--- src/pic_defines.svh ---
`ifndef PIC_DEFINES_SVH
`define PIC_DEFINES_SVH

// Clock rate and conversion of nanoseconds to whole clock cycles.
`define PIC_CLK_MHZ 250
`define PIC_NS_TO_CYC(ns) ((64'(ns) * 64'(`PIC_CLK_MHZ) + 64'd999) / 64'd1000)

// Deglitch and debounce times in nanoseconds.
`define PIC_OV_DEGLITCH_NS 8000
`define PIC_DEB_100US_NS 100000
`define PIC_DEB_1MS_NS 1000000
`define PIC_DEB_10MS_NS 10000000
`define PIC_DEB_100MS_NS 100000000

// Register byte offsets on the APB port.
`define PIC_ADDR_STATUS 8'h00
`define PIC_ADDR_EVENT 8'h04
`define PIC_ADDR_EVENT_MASK 8'h08
`define PIC_ADDR_STAT_MASK 8'h0C
`define PIC_ADDR_PIN_CFG0 8'h10
`define PIC_PIN_CFG_STRIDE 8'h04
`define PIC_ADDR_CTRL 8'h24
`define PIC_ADDR_CFG_SEL 8'h28

// Field positions.
`define PIC_STATUS_IRQ_BIT 14
`define PIC_CTRL_RELOAD_BIT 6

// Reset values.
`define PIC_EVENT_MASK_RST 14'h0000
`define PIC_STAT_MASK_RST 4'h0
`define PIC_CTRL_RST 6'h10

// Settings loaded by the configuration select input.
`define PIC_CONF0_PIN1 9'h180
`define PIC_CONF0_PIN2 9'h160
`define PIC_CONF0_MASK 4'h0
`define PIC_CONF1_PIN1 9'h06D
`define PIC_CONF1_PIN2 9'h140
`define PIC_CONF1_MASK 4'h0
`define PIC_CONF2_PIN1 9'h000
`define PIC_CONF2_PIN2 9'h000
`define PIC_CONF2_MASK 4'hF

`endif

--- src/pic_pkg.sv ---
package pic_pkg;

  localparam int PIC_DEB_CW = 25;

  typedef enum logic [3:0] {
    PIC_FN_OFF = 4'h0,
    PIC_FN_EN1 = 4'h1,
    PIC_FN_EN2 = 4'h2,
    PIC_FN_EN12 = 4'h3,
    PIC_FN_VS1 = 4'h4,
    PIC_FN_VS2 = 4'h5,
    PIC_FN_VS12 = 4'h6,
    PIC_FN_RELOAD = 4'h7,
    PIC_FN_PG1 = 4'h8,
    PIC_FN_PG2 = 4'h9,
    PIC_FN_PG12 = 4'hA,
    PIC_FN_SG = 4'hB,
    PIC_FN_IRQ = 4'hC,
    PIC_FN_RSVD = 4'hD,
    PIC_FN_LOW = 4'hE,
    PIC_FN_HIGH = 4'hF
  } pic_pin_func_t;

  typedef enum logic [1:0] {
    PIC_TRIG_RISE = 2'h0,
    PIC_TRIG_FALL = 2'h1,
    PIC_TRIG_BOTH = 2'h2,
    PIC_TRIG_NONE = 2'h3
  } pic_trig_t;

  typedef struct packed {
    pic_pin_func_t mode;
    logic pol;
    pic_trig_t trig;
    logic [1:0] deb;
  } pic_pin_cfg_t;

  typedef struct packed {
    logic cfg_sel_en;
    logic bus_en;
    logic [1:0] vsel;
    logic [1:0] sw_en;
  } pic_ctrl_t;

  typedef struct packed {
    logic ov2, ov1, oc2, oc1, uv2, uv1, pg2, pg1, tc, tw;
  } pic_ana_t;

  typedef struct packed {
    logic [2:0] gpio;
    logic pg2, ov2, uv2, oc2, pg1, ov1, uv1, oc1, sg, tc, tw;
  } pic_ev_t;

endpackage : pic_pkg

--- src/pic_filt_if.sv ---
`timescale 1ns/1ps
interface pic_filt_if #(parameter int CW = 25) ();
  logic raw;
  logic [CW-1:0] limit;
  logic level;
  modport owner (output raw, output limit, input level);
  modport filt (input raw, input limit, output level);
endinterface : pic_filt_if

--- src/pic_debounce.sv ---
`timescale 1ns/1ps
module pic_debounce #(
  parameter int CW = 25
) (
  input wire logic clk_sys_in,
  input wire logic reset_n_in,
  pic_filt_if.filt f
);

  typedef struct packed {
    logic [CW-1:0] cnt;
    logic level;
  } pic_deb_state_t;

  pic_deb_state_t st_r;
  pic_deb_state_t st_nxt;
  logic [CW-1:0] cnt_inc;

  if (CW < 2) begin : g_chk
    $error("pic_debounce: counter width too small.");
  end

  ////////////////////////////////////////////////////////////////////////////////
  // The level follows the input only after it has differed for limit cycles.
  always_comb begin
    st_nxt = st_r;
    cnt_inc = CW'(st_r.cnt + 1'b1);
    if (f.raw == st_r.level) begin
      st_nxt.cnt = '0;
    end else if (cnt_inc >= f.limit) begin
      st_nxt.level = f.raw;
      st_nxt.cnt = '0;
    end else begin
      st_nxt.cnt = cnt_inc;
    end
  end

  always_ff @(posedge clk_sys_in or negedge reset_n_in) begin
    if (!reset_n_in) begin
      st_r <= '0;
    end else begin
      st_r <= st_nxt;
    end
  end

  assign f.level = st_r.level;
endmodule : pic_debounce

--- src/pic_irq_gpio_top.sv ---
`timescale 1ns/1ps
`include "pic_defines.svh"
// What this block does
// RQ1 - Chip enable low: all off, outputs pulled down.
// RQ2 - Thermal warning and critical set flags, undelayed.
// RQ3 - Either channel power-good event raises system-good event.
// RQ4 - Entering good window raises power-good event immediately.
// RQ5 - Over-voltage event, comparator deglitched 8 us both ways.
// RQ6 - Under-voltage event raised without deglitch delay.
// RQ7 - Over-current event raised without deglitch delay.
// RQ8 - Pin change event per trigger, selectable debounce.
// RQ9 - Status interrupts follow live status, no clearing.
// RQ10 - Event flags sticky until host writes clear.
// RQ11 - Event mask gates interrupt, flag still updates.
// RQ12 - Status masks gate status interrupts only.
// RQ13 - Power-good status true only inside window.
// RQ14 - System good status when either channel good.
// RQ15 - Pin function code C outputs the interrupt.
// RQ16 - Polarity zero: interrupt line high, low on event.
// RQ17 - Serial bus enabled: pins three, four released.
// RQ18 - Serial bus disabled: pins three, four outputs only.
// RQ19 - Input function codes zero to seven.
// RQ20 - Output function codes eight to fifteen, except reserved code D.
// RQ21 - Config select samples pin zero: low, high, floating.
// RQ22 - Chosen config loads pins one and two and the status masks.
// RQ23 - Host waits enable delay before serial traffic.
// RQ24 - Off: buck channels disabled, pull-downs enabled.
// RQ25 - Polarity one inverts the interrupt output.
// RQ26 - Unmasked events and status sources ORed together.
module pic_irq_gpio_top
  import pic_pkg::*;
#(
  parameter logic [PIC_DEB_CW-1:0] DEB_100US_CYC = PIC_DEB_CW'(`PIC_NS_TO_CYC(`PIC_DEB_100US_NS)),
  parameter logic [PIC_DEB_CW-1:0] DEB_1MS_CYC = PIC_DEB_CW'(`PIC_NS_TO_CYC(`PIC_DEB_1MS_NS)),
  parameter logic [PIC_DEB_CW-1:0] DEB_10MS_CYC = PIC_DEB_CW'(`PIC_NS_TO_CYC(`PIC_DEB_10MS_NS)),
  parameter logic [PIC_DEB_CW-1:0] DEB_100MS_CYC = PIC_DEB_CW'(`PIC_NS_TO_CYC(`PIC_DEB_100MS_NS))
) (
  input wire logic clk_sys_in,
  input wire logic reset_n_in,
  input wire logic [7:0] paddr_in,
  input wire logic psel_in,
  input wire logic penable_in,
  input wire logic pwrite_in,
  input wire logic [31:0] pwdata_in,
  output logic [31:0] prdata_out,
  output logic pready_out,
  output logic pslverr_out,
  input wire logic chip_enable_pin_in,
  input wire logic thermal_warn_in,
  input wire logic thermal_crit_in,
  input wire logic [1:0] ch_power_good_in,
  input wire logic [1:0] ch_overvoltage_in,
  input wire logic [1:0] ch_undervoltage_in,
  input wire logic [1:0] ch_overcurrent_in,
  input wire logic [2:0] pin_in,
  input wire logic pin0_float_in,
  output logic [4:0] pin_out,
  output logic [4:0] pin_oe_n_out,
  output logic [1:0] ch_enable_out,
  output logic [1:0] ch_pulldown_out,
  output logic [1:0] ch_vsel_out,
  output logic [1:0] config_index_out,
  output logic config_load_out
);

  localparam logic [PIC_DEB_CW-1:0] OV_CYC = PIC_DEB_CW'(`PIC_NS_TO_CYC(`PIC_OV_DEGLITCH_NS));
  localparam logic [11:0] OV_RUN_MAX = 12'hFFF;

  typedef struct packed {
    logic ce_meta;
    logic ce_s;
    logic ce_prev;
    pic_ana_t a_meta;
    pic_ana_t a_s;
    pic_ana_t lv_prev;
    logic [2:0] p_meta;
    logic [2:0] p_s;
    logic fl_meta;
    logic fl_s;
    logic [2:0] gp_prev;
    pic_ev_t ev;
    logic [13:0] ev_mask;
    logic [3:0] st_mask;
    pic_pin_cfg_t [4:0] cfg;
    pic_ctrl_t ctrl;
    logic [1:0] cfg_idx;
    logic cfg_load;
    logic [31:0] rdata;
    logic irq;
    logic [1:0] ch_en;
    logic [1:0] ch_vsel;
    logic [4:0] pin_o;
    logic [4:0] pin_oe_n;
    logic [11:0] ov_run;
  } pic_top_state_t;

  pic_top_state_t st_r;
  pic_top_state_t st_nxt;
  logic [4:0] filt_lvl;
  pic_ana_t live;
  pic_ana_t rise;
  pic_ev_t set_ev;
  pic_ev_t clr_ev;
  pic_ev_t stat;
  logic [2:0] gp_lvl;
  logic [2:0] chg;
  logic [2:0] pin_ok;
  logic [1:0] pin_en;
  logic [1:0] pin_vs;
  logic reload;
  logic sys_good;
  logic irq;
  logic acc;
  logic wr;
  logic [1:0] dv;
  logic [1:0] idx;

  if (DEB_100US_CYC == '0 || DEB_1MS_CYC == '0 || DEB_10MS_CYC == '0 || DEB_100MS_CYC == '0) begin : g_chk
    $error("pic_irq_gpio_top: debounce counts must be nonzero.");
  end

  ////////////////////////////////////////////////////////////////////////////////
  // Helper functions.
  function automatic logic [PIC_DEB_CW-1:0] deb_limit(input logic [1:0] sel);
    logic [PIC_DEB_CW-1:0] lim;
    unique case (sel)
      2'h0: lim = DEB_100US_CYC;
      2'h1: lim = DEB_1MS_CYC;
      2'h2: lim = DEB_10MS_CYC;
      2'h3: lim = DEB_100MS_CYC;
    endcase
    return lim;
  endfunction : deb_limit

  function automatic logic pin_is(input pic_pin_cfg_t c, input pic_pin_func_t f0, input pic_pin_func_t f1);
    return (c.mode == f0) || (c.mode == f1);
  endfunction : pin_is

  function automatic logic [1:0] pin_drive(input pic_pin_cfg_t c, input logic rq, input logic g1,
                                           input logic g2, input logic sg);
    logic [1:0] r;
    unique case (c.mode)
      PIC_FN_OFF, PIC_FN_EN1, PIC_FN_EN2, PIC_FN_EN12, PIC_FN_VS1, PIC_FN_VS2, PIC_FN_VS12,
      PIC_FN_RELOAD, PIC_FN_RSVD: r = 2'h0; // see RQ19
      PIC_FN_PG1: r = {1'b1, g1}; // see RQ20
      PIC_FN_PG2: r = {1'b1, g2};
      PIC_FN_PG12: r = {1'b1, g1 & g2};
      PIC_FN_SG: r = {1'b1, sg};
      PIC_FN_IRQ: r = {1'b1, ~rq}; // see RQ15
      PIC_FN_LOW: r = 2'h2;
      PIC_FN_HIGH: r = 2'h3;
    endcase
    return r;
  endfunction : pin_drive

  function automatic logic addr_mapped(input logic [7:0] a);
    logic hit;
    hit = (a == `PIC_ADDR_STATUS) || (a == `PIC_ADDR_EVENT) || (a == `PIC_ADDR_EVENT_MASK) ||
          (a == `PIC_ADDR_STAT_MASK) || (a == `PIC_ADDR_CTRL) || (a == `PIC_ADDR_CFG_SEL);
    for (int i = 0; i < 5; i++) begin
      hit = hit || (a == 8'(`PIC_ADDR_PIN_CFG0 + i * `PIC_PIN_CFG_STRIDE));
    end
    return hit;
  endfunction : addr_mapped

  ////////////////////////////////////////////////////////////////////////////////
  // Deglitch filters: two over-voltage comparators, then pins zero to two.
  pic_filt_if #(.CW(PIC_DEB_CW)) fi [5] ();

  for (genvar gi = 0; gi < 5; gi++) begin : g_filt
    pic_debounce #(.CW(PIC_DEB_CW)) u_deb (
      .clk_sys_in(clk_sys_in),
      .reset_n_in(reset_n_in),
      .f(fi[gi])
    );
    if (gi < 2) begin : g_ov
      assign fi[gi].raw = (gi == 0) ? st_r.a_s.ov1 : st_r.a_s.ov2;
      assign fi[gi].limit = OV_CYC; // see RQ5
    end else begin : g_pin
      assign fi[gi].raw = st_r.p_s[gi-2];
      assign fi[gi].limit = deb_limit(st_r.cfg[gi-2].deb); // see RQ8
    end
    assign filt_lvl[gi] = fi[gi].level;
  end

  ////////////////////////////////////////////////////////////////////////////////
  // Next-state logic.
  always_comb begin
    st_nxt = st_r;
    idx = 2'h0;
    dv = 2'h0;
    pin_en = 2'h0;
    pin_vs = 2'h0;
    reload = 1'b0;
    st_nxt.ce_meta = chip_enable_pin_in;
    st_nxt.ce_s = st_r.ce_meta;
    st_nxt.ce_prev = st_r.ce_s;
    st_nxt.a_meta = {ch_overvoltage_in[1], ch_overvoltage_in[0], ch_overcurrent_in[1], ch_overcurrent_in[0],
                     ch_undervoltage_in[1], ch_undervoltage_in[0], ch_power_good_in[1], ch_power_good_in[0],
                     thermal_crit_in, thermal_warn_in};
    st_nxt.a_s = st_r.a_meta;
    st_nxt.p_meta = pin_in;
    st_nxt.p_s = st_r.p_meta;
    st_nxt.fl_meta = pin0_float_in;
    st_nxt.fl_s = st_r.fl_meta;
    live = st_r.a_s;
    live.ov1 = filt_lvl[0];
    live.ov2 = filt_lvl[1];
    st_nxt.lv_prev = live;
    rise = live & ~st_r.lv_prev;
    st_nxt.ov_run = st_r.a_s.ov1 ? ((st_r.ov_run == OV_RUN_MAX) ? OV_RUN_MAX : 12'(st_r.ov_run + 1'b1)) : 12'h000;
    // Pin inputs, change detection and input functions.
    for (int i = 0; i < 3; i++) begin
      gp_lvl[i] = filt_lvl[i+2] ^ st_r.cfg[i].pol;
      pin_ok[i] = (i != 0) || !st_r.ctrl.cfg_sel_en;
      unique case (st_r.cfg[i].trig)
        PIC_TRIG_RISE: chg[i] = gp_lvl[i] & ~st_r.gp_prev[i]; // see RQ8
        PIC_TRIG_FALL: chg[i] = ~gp_lvl[i] & st_r.gp_prev[i];
        PIC_TRIG_BOTH: chg[i] = gp_lvl[i] ^ st_r.gp_prev[i];
        PIC_TRIG_NONE: chg[i] = 1'b0;
      endcase
      chg[i] = chg[i] & pin_ok[i];
      if (pin_ok[i] && gp_lvl[i]) begin // see RQ19
        pin_en[0] = pin_en[0] | pin_is(st_r.cfg[i], PIC_FN_EN1, PIC_FN_EN12);
        pin_en[1] = pin_en[1] | pin_is(st_r.cfg[i], PIC_FN_EN2, PIC_FN_EN12);
        pin_vs[0] = pin_vs[0] | pin_is(st_r.cfg[i], PIC_FN_VS1, PIC_FN_VS12);
        pin_vs[1] = pin_vs[1] | pin_is(st_r.cfg[i], PIC_FN_VS2, PIC_FN_VS12);
        reload = reload | (pin_is(st_r.cfg[i], PIC_FN_RELOAD, PIC_FN_RELOAD) & ~st_r.gp_prev[i]);
      end
    end
    st_nxt.gp_prev = gp_lvl;
    // Events and live status.
    sys_good = live.pg1 | live.pg2; // see RQ13 RQ14
    set_ev = '0;
    set_ev.tw = rise.tw; // see RQ2
    set_ev.tc = rise.tc;
    set_ev.sg = rise.pg1 | rise.pg2; // see RQ3
    set_ev.pg1 = rise.pg1; // see RQ4
    set_ev.pg2 = rise.pg2;
    set_ev.ov1 = rise.ov1; // see RQ5
    set_ev.ov2 = rise.ov2;
    set_ev.uv1 = rise.uv1; // see RQ6
    set_ev.uv2 = rise.uv2;
    set_ev.oc1 = rise.oc1; // see RQ7
    set_ev.oc2 = rise.oc2;
    set_ev.gpio = chg;
    stat = {gp_lvl, live.pg2, live.ov2, live.uv2, live.oc2, live.pg1, live.ov1, live.uv1, live.oc1, sys_good,
            live.tc, live.tw};
    irq = (|(st_r.ev & ~st_r.ev_mask)) | // see RQ11 RQ26
          (|({live.tw, ~sys_good, ~live.pg2, ~live.pg1} & ~st_r.st_mask)); // see RQ9 RQ12
    st_nxt.irq = irq;
    // APB slave: read data captured in setup, writes take effect in the access cycle.
    acc = psel_in & penable_in;
    wr = acc & pwrite_in & addr_mapped(paddr_in);
    clr_ev = (wr && paddr_in == `PIC_ADDR_EVENT) ? pic_ev_t'(pwdata_in[13:0]) : pic_ev_t'(14'h0000);
    st_nxt.ev = (st_r.ev & ~clr_ev) | set_ev; // see RQ10
    if (psel_in && !penable_in) begin
      st_nxt.rdata = 32'h0000_0000;
      unique case (paddr_in)
        `PIC_ADDR_STATUS: st_nxt.rdata = 32'({irq, stat});
        `PIC_ADDR_EVENT: st_nxt.rdata = 32'(st_r.ev);
        `PIC_ADDR_EVENT_MASK: st_nxt.rdata = 32'(st_r.ev_mask);
        `PIC_ADDR_STAT_MASK: st_nxt.rdata = 32'(st_r.st_mask);
        `PIC_ADDR_CTRL: st_nxt.rdata = 32'(st_r.ctrl);
        `PIC_ADDR_CFG_SEL: st_nxt.rdata = 32'(st_r.cfg_idx);
        default: begin
          for (int i = 0; i < 5; i++) begin
            if (paddr_in == 8'(`PIC_ADDR_PIN_CFG0 + i * `PIC_PIN_CFG_STRIDE)) begin
              st_nxt.rdata = 32'(st_r.cfg[i]);
            end
          end
        end
      endcase
    end
    if (wr) begin
      unique case (paddr_in)
        `PIC_ADDR_EVENT_MASK: st_nxt.ev_mask = pwdata_in[13:0];
        `PIC_ADDR_STAT_MASK: st_nxt.st_mask = pwdata_in[3:0];
        `PIC_ADDR_CTRL: begin
          st_nxt.ctrl = pic_ctrl_t'(pwdata_in[5:0]);
          reload = reload | pwdata_in[`PIC_CTRL_RELOAD_BIT];
        end
        default: begin
          for (int i = 0; i < 5; i++) begin
            if (paddr_in == 8'(`PIC_ADDR_PIN_CFG0 + i * `PIC_PIN_CFG_STRIDE)) begin
              st_nxt.cfg[i] = pic_pin_cfg_t'(pwdata_in[8:0]);
            end
          end
        end
      endcase
    end
    // Configuration select on chip enable or on reload.
    st_nxt.cfg_load = 1'b0;
    if (((st_r.ce_s && !st_r.ce_prev) || reload) && st_r.ctrl.cfg_sel_en) begin
      idx = st_r.fl_s ? 2'h2 : {1'b0, st_r.p_s[0]}; // see RQ21
      st_nxt.cfg_idx = idx;
      st_nxt.cfg_load = 1'b1;
      unique case (idx)
        2'h0: begin // see RQ22
          st_nxt.cfg[1] = pic_pin_cfg_t'(`PIC_CONF0_PIN1);
          st_nxt.cfg[2] = pic_pin_cfg_t'(`PIC_CONF0_PIN2);
          st_nxt.st_mask = `PIC_CONF0_MASK;
        end
        2'h1: begin
          st_nxt.cfg[1] = pic_pin_cfg_t'(`PIC_CONF1_PIN1);
          st_nxt.cfg[2] = pic_pin_cfg_t'(`PIC_CONF1_PIN2);
          st_nxt.st_mask = `PIC_CONF1_MASK;
        end
        default: begin
          st_nxt.cfg[1] = pic_pin_cfg_t'(`PIC_CONF2_PIN1);
          st_nxt.cfg[2] = pic_pin_cfg_t'(`PIC_CONF2_PIN2);
          st_nxt.st_mask = `PIC_CONF2_MASK;
        end
      endcase
    end
    // Buck controls and pin drivers.
    st_nxt.ch_en = {2{st_r.ce_s & ~live.tc}} & (st_r.ctrl.sw_en | pin_en); // see RQ1 RQ24
    st_nxt.ch_vsel = st_r.ctrl.vsel | pin_vs;
    for (int i = 0; i < 5; i++) begin
      dv = pin_drive(st_r.cfg[i], irq, live.pg1, live.pg2, sys_good);
      st_nxt.pin_o[i] = dv[0] ^ st_r.cfg[i].pol; // see RQ16 RQ25
      st_nxt.pin_oe_n[i] = ~(dv[1] & st_r.ce_s & ~((i == 0) & st_r.ctrl.cfg_sel_en) &
                              ~((i >= 3) & st_r.ctrl.bus_en)); // see RQ17 RQ18
    end
    if (!st_r.ce_s) begin
      st_nxt.ev = '0; // see RQ1
    end
  end

  always_ff @(posedge clk_sys_in or negedge reset_n_in) begin
    if (!reset_n_in) begin
      st_r <= '0;
      st_r.ev_mask <= `PIC_EVENT_MASK_RST;
      st_r.st_mask <= `PIC_STAT_MASK_RST;
      st_r.ctrl <= pic_ctrl_t'(`PIC_CTRL_RST);
      st_r.pin_oe_n <= 5'h1F;
    end else begin
      st_r <= st_nxt;
    end
  end

  assign prdata_out = st_r.rdata;
  assign pready_out = acc;
  assign pslverr_out = acc & ~addr_mapped(paddr_in);
  assign pin_out = st_r.pin_o;
  assign pin_oe_n_out = st_r.pin_oe_n;
  assign ch_enable_out = st_r.ch_en;
  assign ch_pulldown_out = ~st_r.ch_en; // see RQ24
  assign ch_vsel_out = st_r.ch_vsel;
  assign config_index_out = st_r.cfg_idx;
  assign config_load_out = st_r.cfg_load;
endmodule : pic_irq_gpio_top

--- config.mk ---
export PLATFORM = sky130hd
export DESIGN_NAME = pic_irq_gpio_top
export DESIGN_NICKNAME = d
export VERILOG_FILES = /design/src/pic_pkg.sv /design/src/pic_filt_if.sv /design/src/pic_debounce.sv /design/src/pic_irq_gpio_top.sv
export VERILOG_INCLUDE_DIRS = /design/src
export SDC_FILE = /design/constraint.sdc
export NUM_CORES = 1
export LEC_CHECK = 0
export ABC_AREA = 1
export BUFFER_PORTS_ARGS = -buffer_cell sky130_fd_sc_hd__buf_2
export CAP_MARGIN = 20
export CORE_ASPECT_RATIO = 0.75
export CORE_MARGIN = 2
export CORE_UTILIZATION = 65
export CTS_CLUSTER_DIAMETER = 40
export DETAILED_ROUTE_END_ITERATION = 16
export GPL_ROUTABILITY_DRIVEN = 0
export PLACE_DENSITY = 0.81
export SYNTH_ARGS = -nofsm -noshare
export SYNTH_HDL_FRONTEND = slang
export SYNTH_HIERARCHICAL = 1
export SYNTH_SLANG_ARGS = --single-unit
--- constraint.sdc ---
create_clock -name clk_sys_in -period 7.16 [get_ports clk_sys_in]
set_input_delay 1.432 -clock clk_sys_in [delete_from_list [all_inputs] [get_ports clk_sys_in]]
set_output_delay 1.432 -clock clk_sys_in [all_outputs]
set_load 0.01 [all_outputs]
==> results.toml, run 1 <==
[synthesis]
synth_edf_count = 0
synthArstFlopShare = 1.000
ys_seq_area_frac = 0.3613
syn-instance-count = 2642
ys_ff_latch = 289
synth-main-ff-cell = "dfrtp_1"
synth_largest_area_cell = "dfrtp_1"
synth.cell_area_um2 = 20040
synthMostInstantiatedCell = "nand2_1"
synth_area_leaders = "dfrtp_1, nand2_1, ha_1"
synth_cell_types = 56
synth_common_cells = "nand2_1, inv_1, dfrtp_1"
synth_top_area_frac = 0.3535
yosys_warnings = 6
avgSynthCellArea_um2 = 7.583

[clocking]
post-cts-setup-buffers = 0
clock_path_buffers = 3
clk_latency_ps = 560
clk_pin_slew_worst_paths_ps = 50
cts_resized = 0
htree_levels = 2
numCtsBuffers = 41
cts_root_buffer = "clkbuf_16"
cts_hold_buf = 0
tritoncts = "built"
cts_sinks = 289

[sta]
fin_crit_sh = 0.5597
rsz0062_at_grt = "false"
finalCriticalPeriod_ps = 4007
hold_viol = 0
hold_ws_ps = 347.0
fin_skew_ps = 34.04
setup_tns_ps = 0
setup_viol = 0
slew_headroom = 0.3107
drv_slew = 0
fmax_ghz = 0.2496
worstMarginPinSlew_ps = 1030

[routing]
wl_met1_mm = 21.49
wirelength_mm = 49.31
vias = 17329
drc = 0
ant_nets = 0
drtPass1Iterations = 6
met3_length_mm = 3.919
vias_per_cell = 5.422
highest_layer = "met4"
drtIter0Drc = 1765
dr_wl_met2_mm = 22.31
wl_per_cell_um = 15.43

[floorplan]
die_w_um = 206.7
num_rows = 55
die_height_um = 156.0
dieArea_um2 = 32260
start_util = 0.6617
ioPinCount = 113
core_area_um2 = 30280

[final_layout]
drive_gt1_frac = 0.1549
nNetsFinal = 2981
area_growth_pct = 10.14
design_area_um2 = 22070
post-route-util = 0.7288

[global_routing]
grt_pass1_wl_mm = 81.54
grt_util_all_layers = 0.3155
overflow = 0
antenna_found_initial = 1
grt_max_degree = 93
grt_pass1_vias = 17025

[power_and_ir_drop]
leakagePower_nw = 12.11
pwr-share-comb = 0.065
p_int_w = 0.003026
vdd_drop_max_mv = 0.1559
finalPower_w = 0.004055
p_per_area_nw_per_um2 = 183.8
p_seq_frac = 0.419
p_sw_frac = 0.2538
pwr-share-clk = 0.516
p_sw_w = 0.001029

[setup_path]
startpoint_type = "primary input"
cp.required_ps = 5730
end_kind = "output port"
timing.critical_path.fanout_max = 10
crit_type = "primary input to output port"
critPathLaunch = "paddr_in[1]"
reg2reg_from = "g_filt[3].u_deb/st_r[1]$_DFF_PN0_"
cp_data_arrival_time_ps = 2580

[flow_run]
maxCapViolCount = 0

[placement]
placed_area_um2 = 20640
place_hpwl_mm = 37.22
io_buffer_count = 77

[outcome]
outcome = "finished, final reports clean"

[min_path]
hp-class = "register to register"
worstHoldStart = "st_nxt[148]$_DFF_PN0_"
## path summary, 6_finish.rpt
check	to	slack (ps)	cells after the start
hold reg to reg	st_r[148]$_DFF_PN0_	350	0
hold / removal	st_r[148]$_DFF_PN0_	350	0
min in group asynchronous	g_filt[0].u_deb/st_r[11]$_DFF_PN0_	880	1
setup / recovery	pslverr_out	3150	8
setup reg to reg	g_filt[3].u_deb/st_r[18]$_DFF_PN0_	3900	18
max in group asynchronous	g_filt[1].u_deb/st_r[10]$_DFF_PN0_	4860	2
## worst max-delay path, stage by stage
cell and delay [ps]:
buf_2 100, nor2_1 120, nand3_2 180, nor2_4 330
nor2_2 110, nand3_4 120, nor2_1 40, buf_2 130
## stage by stage
step,std cells,worst slack [ps]
after floorplan,2722,3539
after global placement,3120,3175
after detailed placement,3120,3179
after CTS,3195,3165
after global routing,3195,3059
final,3196,3153
## layout by cell type (no fill, tap or decap), types with 11 or more instances in the layout
master / n
inv_2: 34
nor2_4: 26
buf_2: 76
ha_1: 157
o22ai_1: 13
nor3_1: 30
nand3_2: 11
conb_1: 82
nand4_1: 38
dfrtp_1: 283
clkbuf_16: 42
inv_1: 511
nand2_2: 40
nand2_1: 582
xor2_1: 68
o21ai_0: 100
nand3_1: 131
or2_2: 28
nor2_1: 218
o21bai_1: 20
nor2_2: 88
a21oi_1: 65
nor3_2: 11
## area by class of cell
cell class,count,area (um^2)
antenna,1,2.502
multi-input combinational,1802,10410
fill,2335,8213
clock inverter,25,297.8
inverter,550,2074
timing repair buffer,80,417.9
tap,399,499.2
clock buffer,50,1121
sequential,289,7239
## sequential cells by signal, summed over array words and instances (netlist names)
signal / flops
pin_oe_n_out: 5
pin_out: 5
ch_vsel_out: 2
config_load_out: 1
fi.raw: 5
ch_enable_out: 2
config_index_out: 2
g_filt.u_deb/st_r: 125
g_filt.u_deb/f.level: 5
st_nxt: 16
prdata_out: 15
live: 8
st_r: 98
## cell families after synthesis
family / synth area share
buffers and inverters: 0.1339
flip-flops: 0.3613
XOR/XNOR: 0.03322
AND/OR/NAND/NOR: 0.2966
adder cells (fa/ha/maj): 0.09805
AO/OA/AOI/OAI: 0.07650
other: 0.0003748
## metal layers
| layer | vias to the layer above | global-route usage |
|---|---|---|
| met5 | - | 0 |
| met1 | 8150 | 0.4302 |
| met3 | 157 | 0.06015 |
| li1 | 8312 | - |
| met2 | 710 | 0.5072 |
| met4 | 0 | 0.1067 |
## power groups by stage
stage | registers (W) | logic, W | clock network, W
final | 0.00170 | 0.000264 | 0.00209
after floorplan | 0.00171 | 0.000179 | 0
after detailed placement | 0.00173 | 0.000258 | 0
after global routing | 0.00170 | 0.000302 | 0.00218
after CTS | 0.00170 | 0.000260 | 0.00212
after global placement | 0.00172 | 0.000248 | 0
No activity file was read; power rests on OpenSTA's default activity.
==> run 2: changes to the inputs <==
--- a/config.mk
+++ b/config.mk
@@ -11,11 +11,11 @@
 export CAP_MARGIN = 20
 export CORE_ASPECT_RATIO = 0.75
 export CORE_MARGIN = 2
-export CORE_UTILIZATION = 65
+export CORE_UTILIZATION = 57
 export CTS_CLUSTER_DIAMETER = 40
 export DETAILED_ROUTE_END_ITERATION = 16
 export GPL_ROUTABILITY_DRIVEN = 0
-export PLACE_DENSITY = 0.81
+export PLACE_DENSITY = 0.75
 export SYNTH_ARGS = -nofsm -noshare
 export SYNTH_HDL_FRONTEND = slang
 export SYNTH_HIERARCHICAL = 1
==> constraint.sdc (replaced) <==
create_clock -name clk_sys_in -period 3.6 [get_ports clk_sys_in]
set_input_delay 0.72 -clock clk_sys_in [delete_from_list [all_inputs] [get_ports clk_sys_in]]
set_output_delay 0.72 -clock clk_sys_in [all_outputs]
set_load 0.01 [all_outputs]
==> results.toml, run 2 (same netlist as run 1, synthesis figures left out) <==
[outcome]
outcome = "finished, final reports clean"

[setup_path]
crit_top_cell = "nand2_1"
path_cells = "ha_1 > nand3_2 > nor2_2 > nand2_2 > inv_1 > or2_2 > o21ai_0 > inv_1 > ha_1 > nand2_1 > nand2_1 > a21oi_1 > nand3_1 > nand2_1 > nand4_4 > nor2_1"
reg2reg_from = "g_filt[4].u_deb/st_r[1]$_DFF_PN0_"
timing.critical_path.fanout_max = 25
cp_data_arrival_time_ps = 3650
worstRegToRegCells = 16
end_kind = "register"
crit_type = "register to register"
cp.required_ps = 4060
timing.rr.end = "g_filt[4].u_deb/st_r[19]$_DFF_PN0_"
startpoint_type = "register"
max_stage_delay_ps = 430
worst_path_max_delay_cell = "nand4_4"
regToRegSetupSlack_ps = 410

[sta]
setup_tns_ps = 0
fin_skew_ps = 29.55
fin_crit_sh = 0.8857
hold_viol = 0
fmax_ghz = 0.3136
rsz0062_at_grt = "false"
setup_viol = 0
worstMarginPinSlew_ps = 1029
finalCriticalPeriod_ps = 3189
drv_slew = 0
slew_headroom = 0.3087

[global_routing]
grt_pass1_wl_mm = 80.86
grt_util_all_layers = 0.2741
grt_pass1_vias = 16525
antenna_found_initial = 0
overflow = 0
grt_max_degree = 90

[final_layout]
final_cell_mix = "nand2_1, inv_1, dfrtp_1"
nNetsFinal = 2984
area_growth_pct = 11.02
drive_gt1_frac = 0.1572
regMostFlops = "g_filt.u_deb/st_r"
post-route-util = 0.6425
largest_reg_flops = 125
layout_commonest_cell = "nand2_1"
antennaDiodeCount = 0
nFillCells = 2931

[clocking]
numCtsBuffers = 40
clk_latency_ps = 560
clk_pin_slew_worst_paths_ps = 60
cts_sinks = 289
htree_levels = 2
post-cts-setup-buffers = 0
cts_resized = 0
cts_root_buffer = "clkbuf_16"
cts_hold_buf = 0
tritoncts = "built"
clock_path_buffers = 3

[routing]
wirelength_mm = 48.65
ant_nets = 0
drtIter0Drc = 1488
vias_per_cell = 5.193
met3_length_mm = 4.261
drc = 0
highest_layer = "met4"
wl_per_cell_um = 14.94
dr_wl_met2_mm = 21.42
wl_met1_mm = 21.68
drtPass1Iterations = 6
vias = 16907

[floorplan]
ioPinCount = 113
dieArea_um2 = 36680
die_w_um = 220.5
num_rows = 59
die_height_um = 166.4
core_area_um2 = 34620
start_util = 0.5787

[power_and_ir_drop]
p_sw_frac = 0.2572
finalPower_w = 0.008221
pwr-share-comb = 0.065
pwr-share-clk = 0.525
leakagePower_nw = 12.16
p_int_w = 0.006107
p_seq_frac = 0.410
vdd_drop_max_mv = 0.3713
p_per_area_nw_per_um2 = 369.6
p_sw_w = 0.002114

[placement]
place_hpwl_mm = 37.25
io_buffer_count = 77

[min_path]
hp-class = "primary input to asynchronous set/reset pin"

[flow_run]
maxCapViolCount = 0
-- run 2: cell types whose count changed in the layout (fill, tap and decap cells not counted), sizes merged --
| cell | previous run | this run |
|---|---|---|
| buf | 80 | 84 |
| bufinv | 4 | 6 |
| clkbuf | 50 | 44 |
| clkinv | 14 | 7 |
| clkinvlp | 3 | 4 |
| diode | 1 | 0 |
| inv | 554 | 563 |
-- run 2: metal layers --
layer	global-route usage	up-vias
met3	0.06722	107
li1	-	8307
met5	0	-
met2	0.4183	568
met1	0.3847	7925
met4	0.08345	0
-- run 2: metrics by stage --
step                setup slack, ps  hold WS, ps  cells  cell area (um^2)
CTS                           427.6        196.3   3256             22240
floorplan                      1060        331.2   2722             20340
detailed placement            451.0        335.5   3182             20770
global route                  126.7        227.1   3256             22240
global placement              568.7        332.8   3182             20770
finish                        411.4        161.4   3256             22240
-- run 2: area by class of cell --
class | count | area, um^2 | share of cell area
inverters | 550 | 2074 | 0.09326
flip-flops and latches | 289 | 7239 | 0.3255
clock inverters | 30 | 415.4 | 0.01867
clock buffers | 44 | 1056 | 0.04747
multi-input cells | 1802 | 10410 | 0.4682
well taps | 457 | 571.8 | 0.02571
repair buffers | 84 | 473.0 | 0.02126
-- run 2: power groups by stage --
stage | Clock, W | Combinational (W) | Sequential (W)
after floorplan | 0 | 0.000355 | 0.00341
after global placement | 0 | 0.000510 | 0.00343
after detailed placement | 0 | 0.000527 | 0.00343
after CTS | 0.00439 | 0.000533 | 0.00337
after global routing | 0.00453 | 0.000610 | 0.00338
final | 0.00432 | 0.000534 | 0.00337
-- run 2: worst max path at each step --
stage                                                  from                            endpoint
after floorplan           g_filt[0].u_deb/st_r[1]$_DFF_PN0_   g_filt[0].u_deb/st_r[6]$_DFF_PN0_
after global placement    g_filt[4].u_deb/st_r[1]$_DFF_PN0_  g_filt[4].u_deb/st_r[18]$_DFF_PN0_
after detailed placement  g_filt[1].u_deb/st_r[1]$_DFF_PN0_  g_filt[1].u_deb/st_r[23]$_DFF_PN0_
after CTS                 g_filt[3].u_deb/st_r[1]$_DFF_PN0_   g_filt[3].u_deb/st_r[6]$_DFF_PN0_
after global routing      g_filt[4].u_deb/st_r[1]$_DFF_PN0_   g_filt[4].u_deb/st_r[1]$_DFF_PN0_
final                     g_filt[4].u_deb/st_r[1]$_DFF_PN0_  g_filt[4].u_deb/st_r[19]$_DFF_PN0_
-- run 2: critical path: cells and delay by family, from the launching register on --
family | cells | cell delay (ps)
AOI/OAI and AO/OA | 2 | 280
adders and majority gates | 2 | 550
buffers and inverters | 2 | 190
DFF | 1 | 420
and+or+nand+nor | 10 | 1640
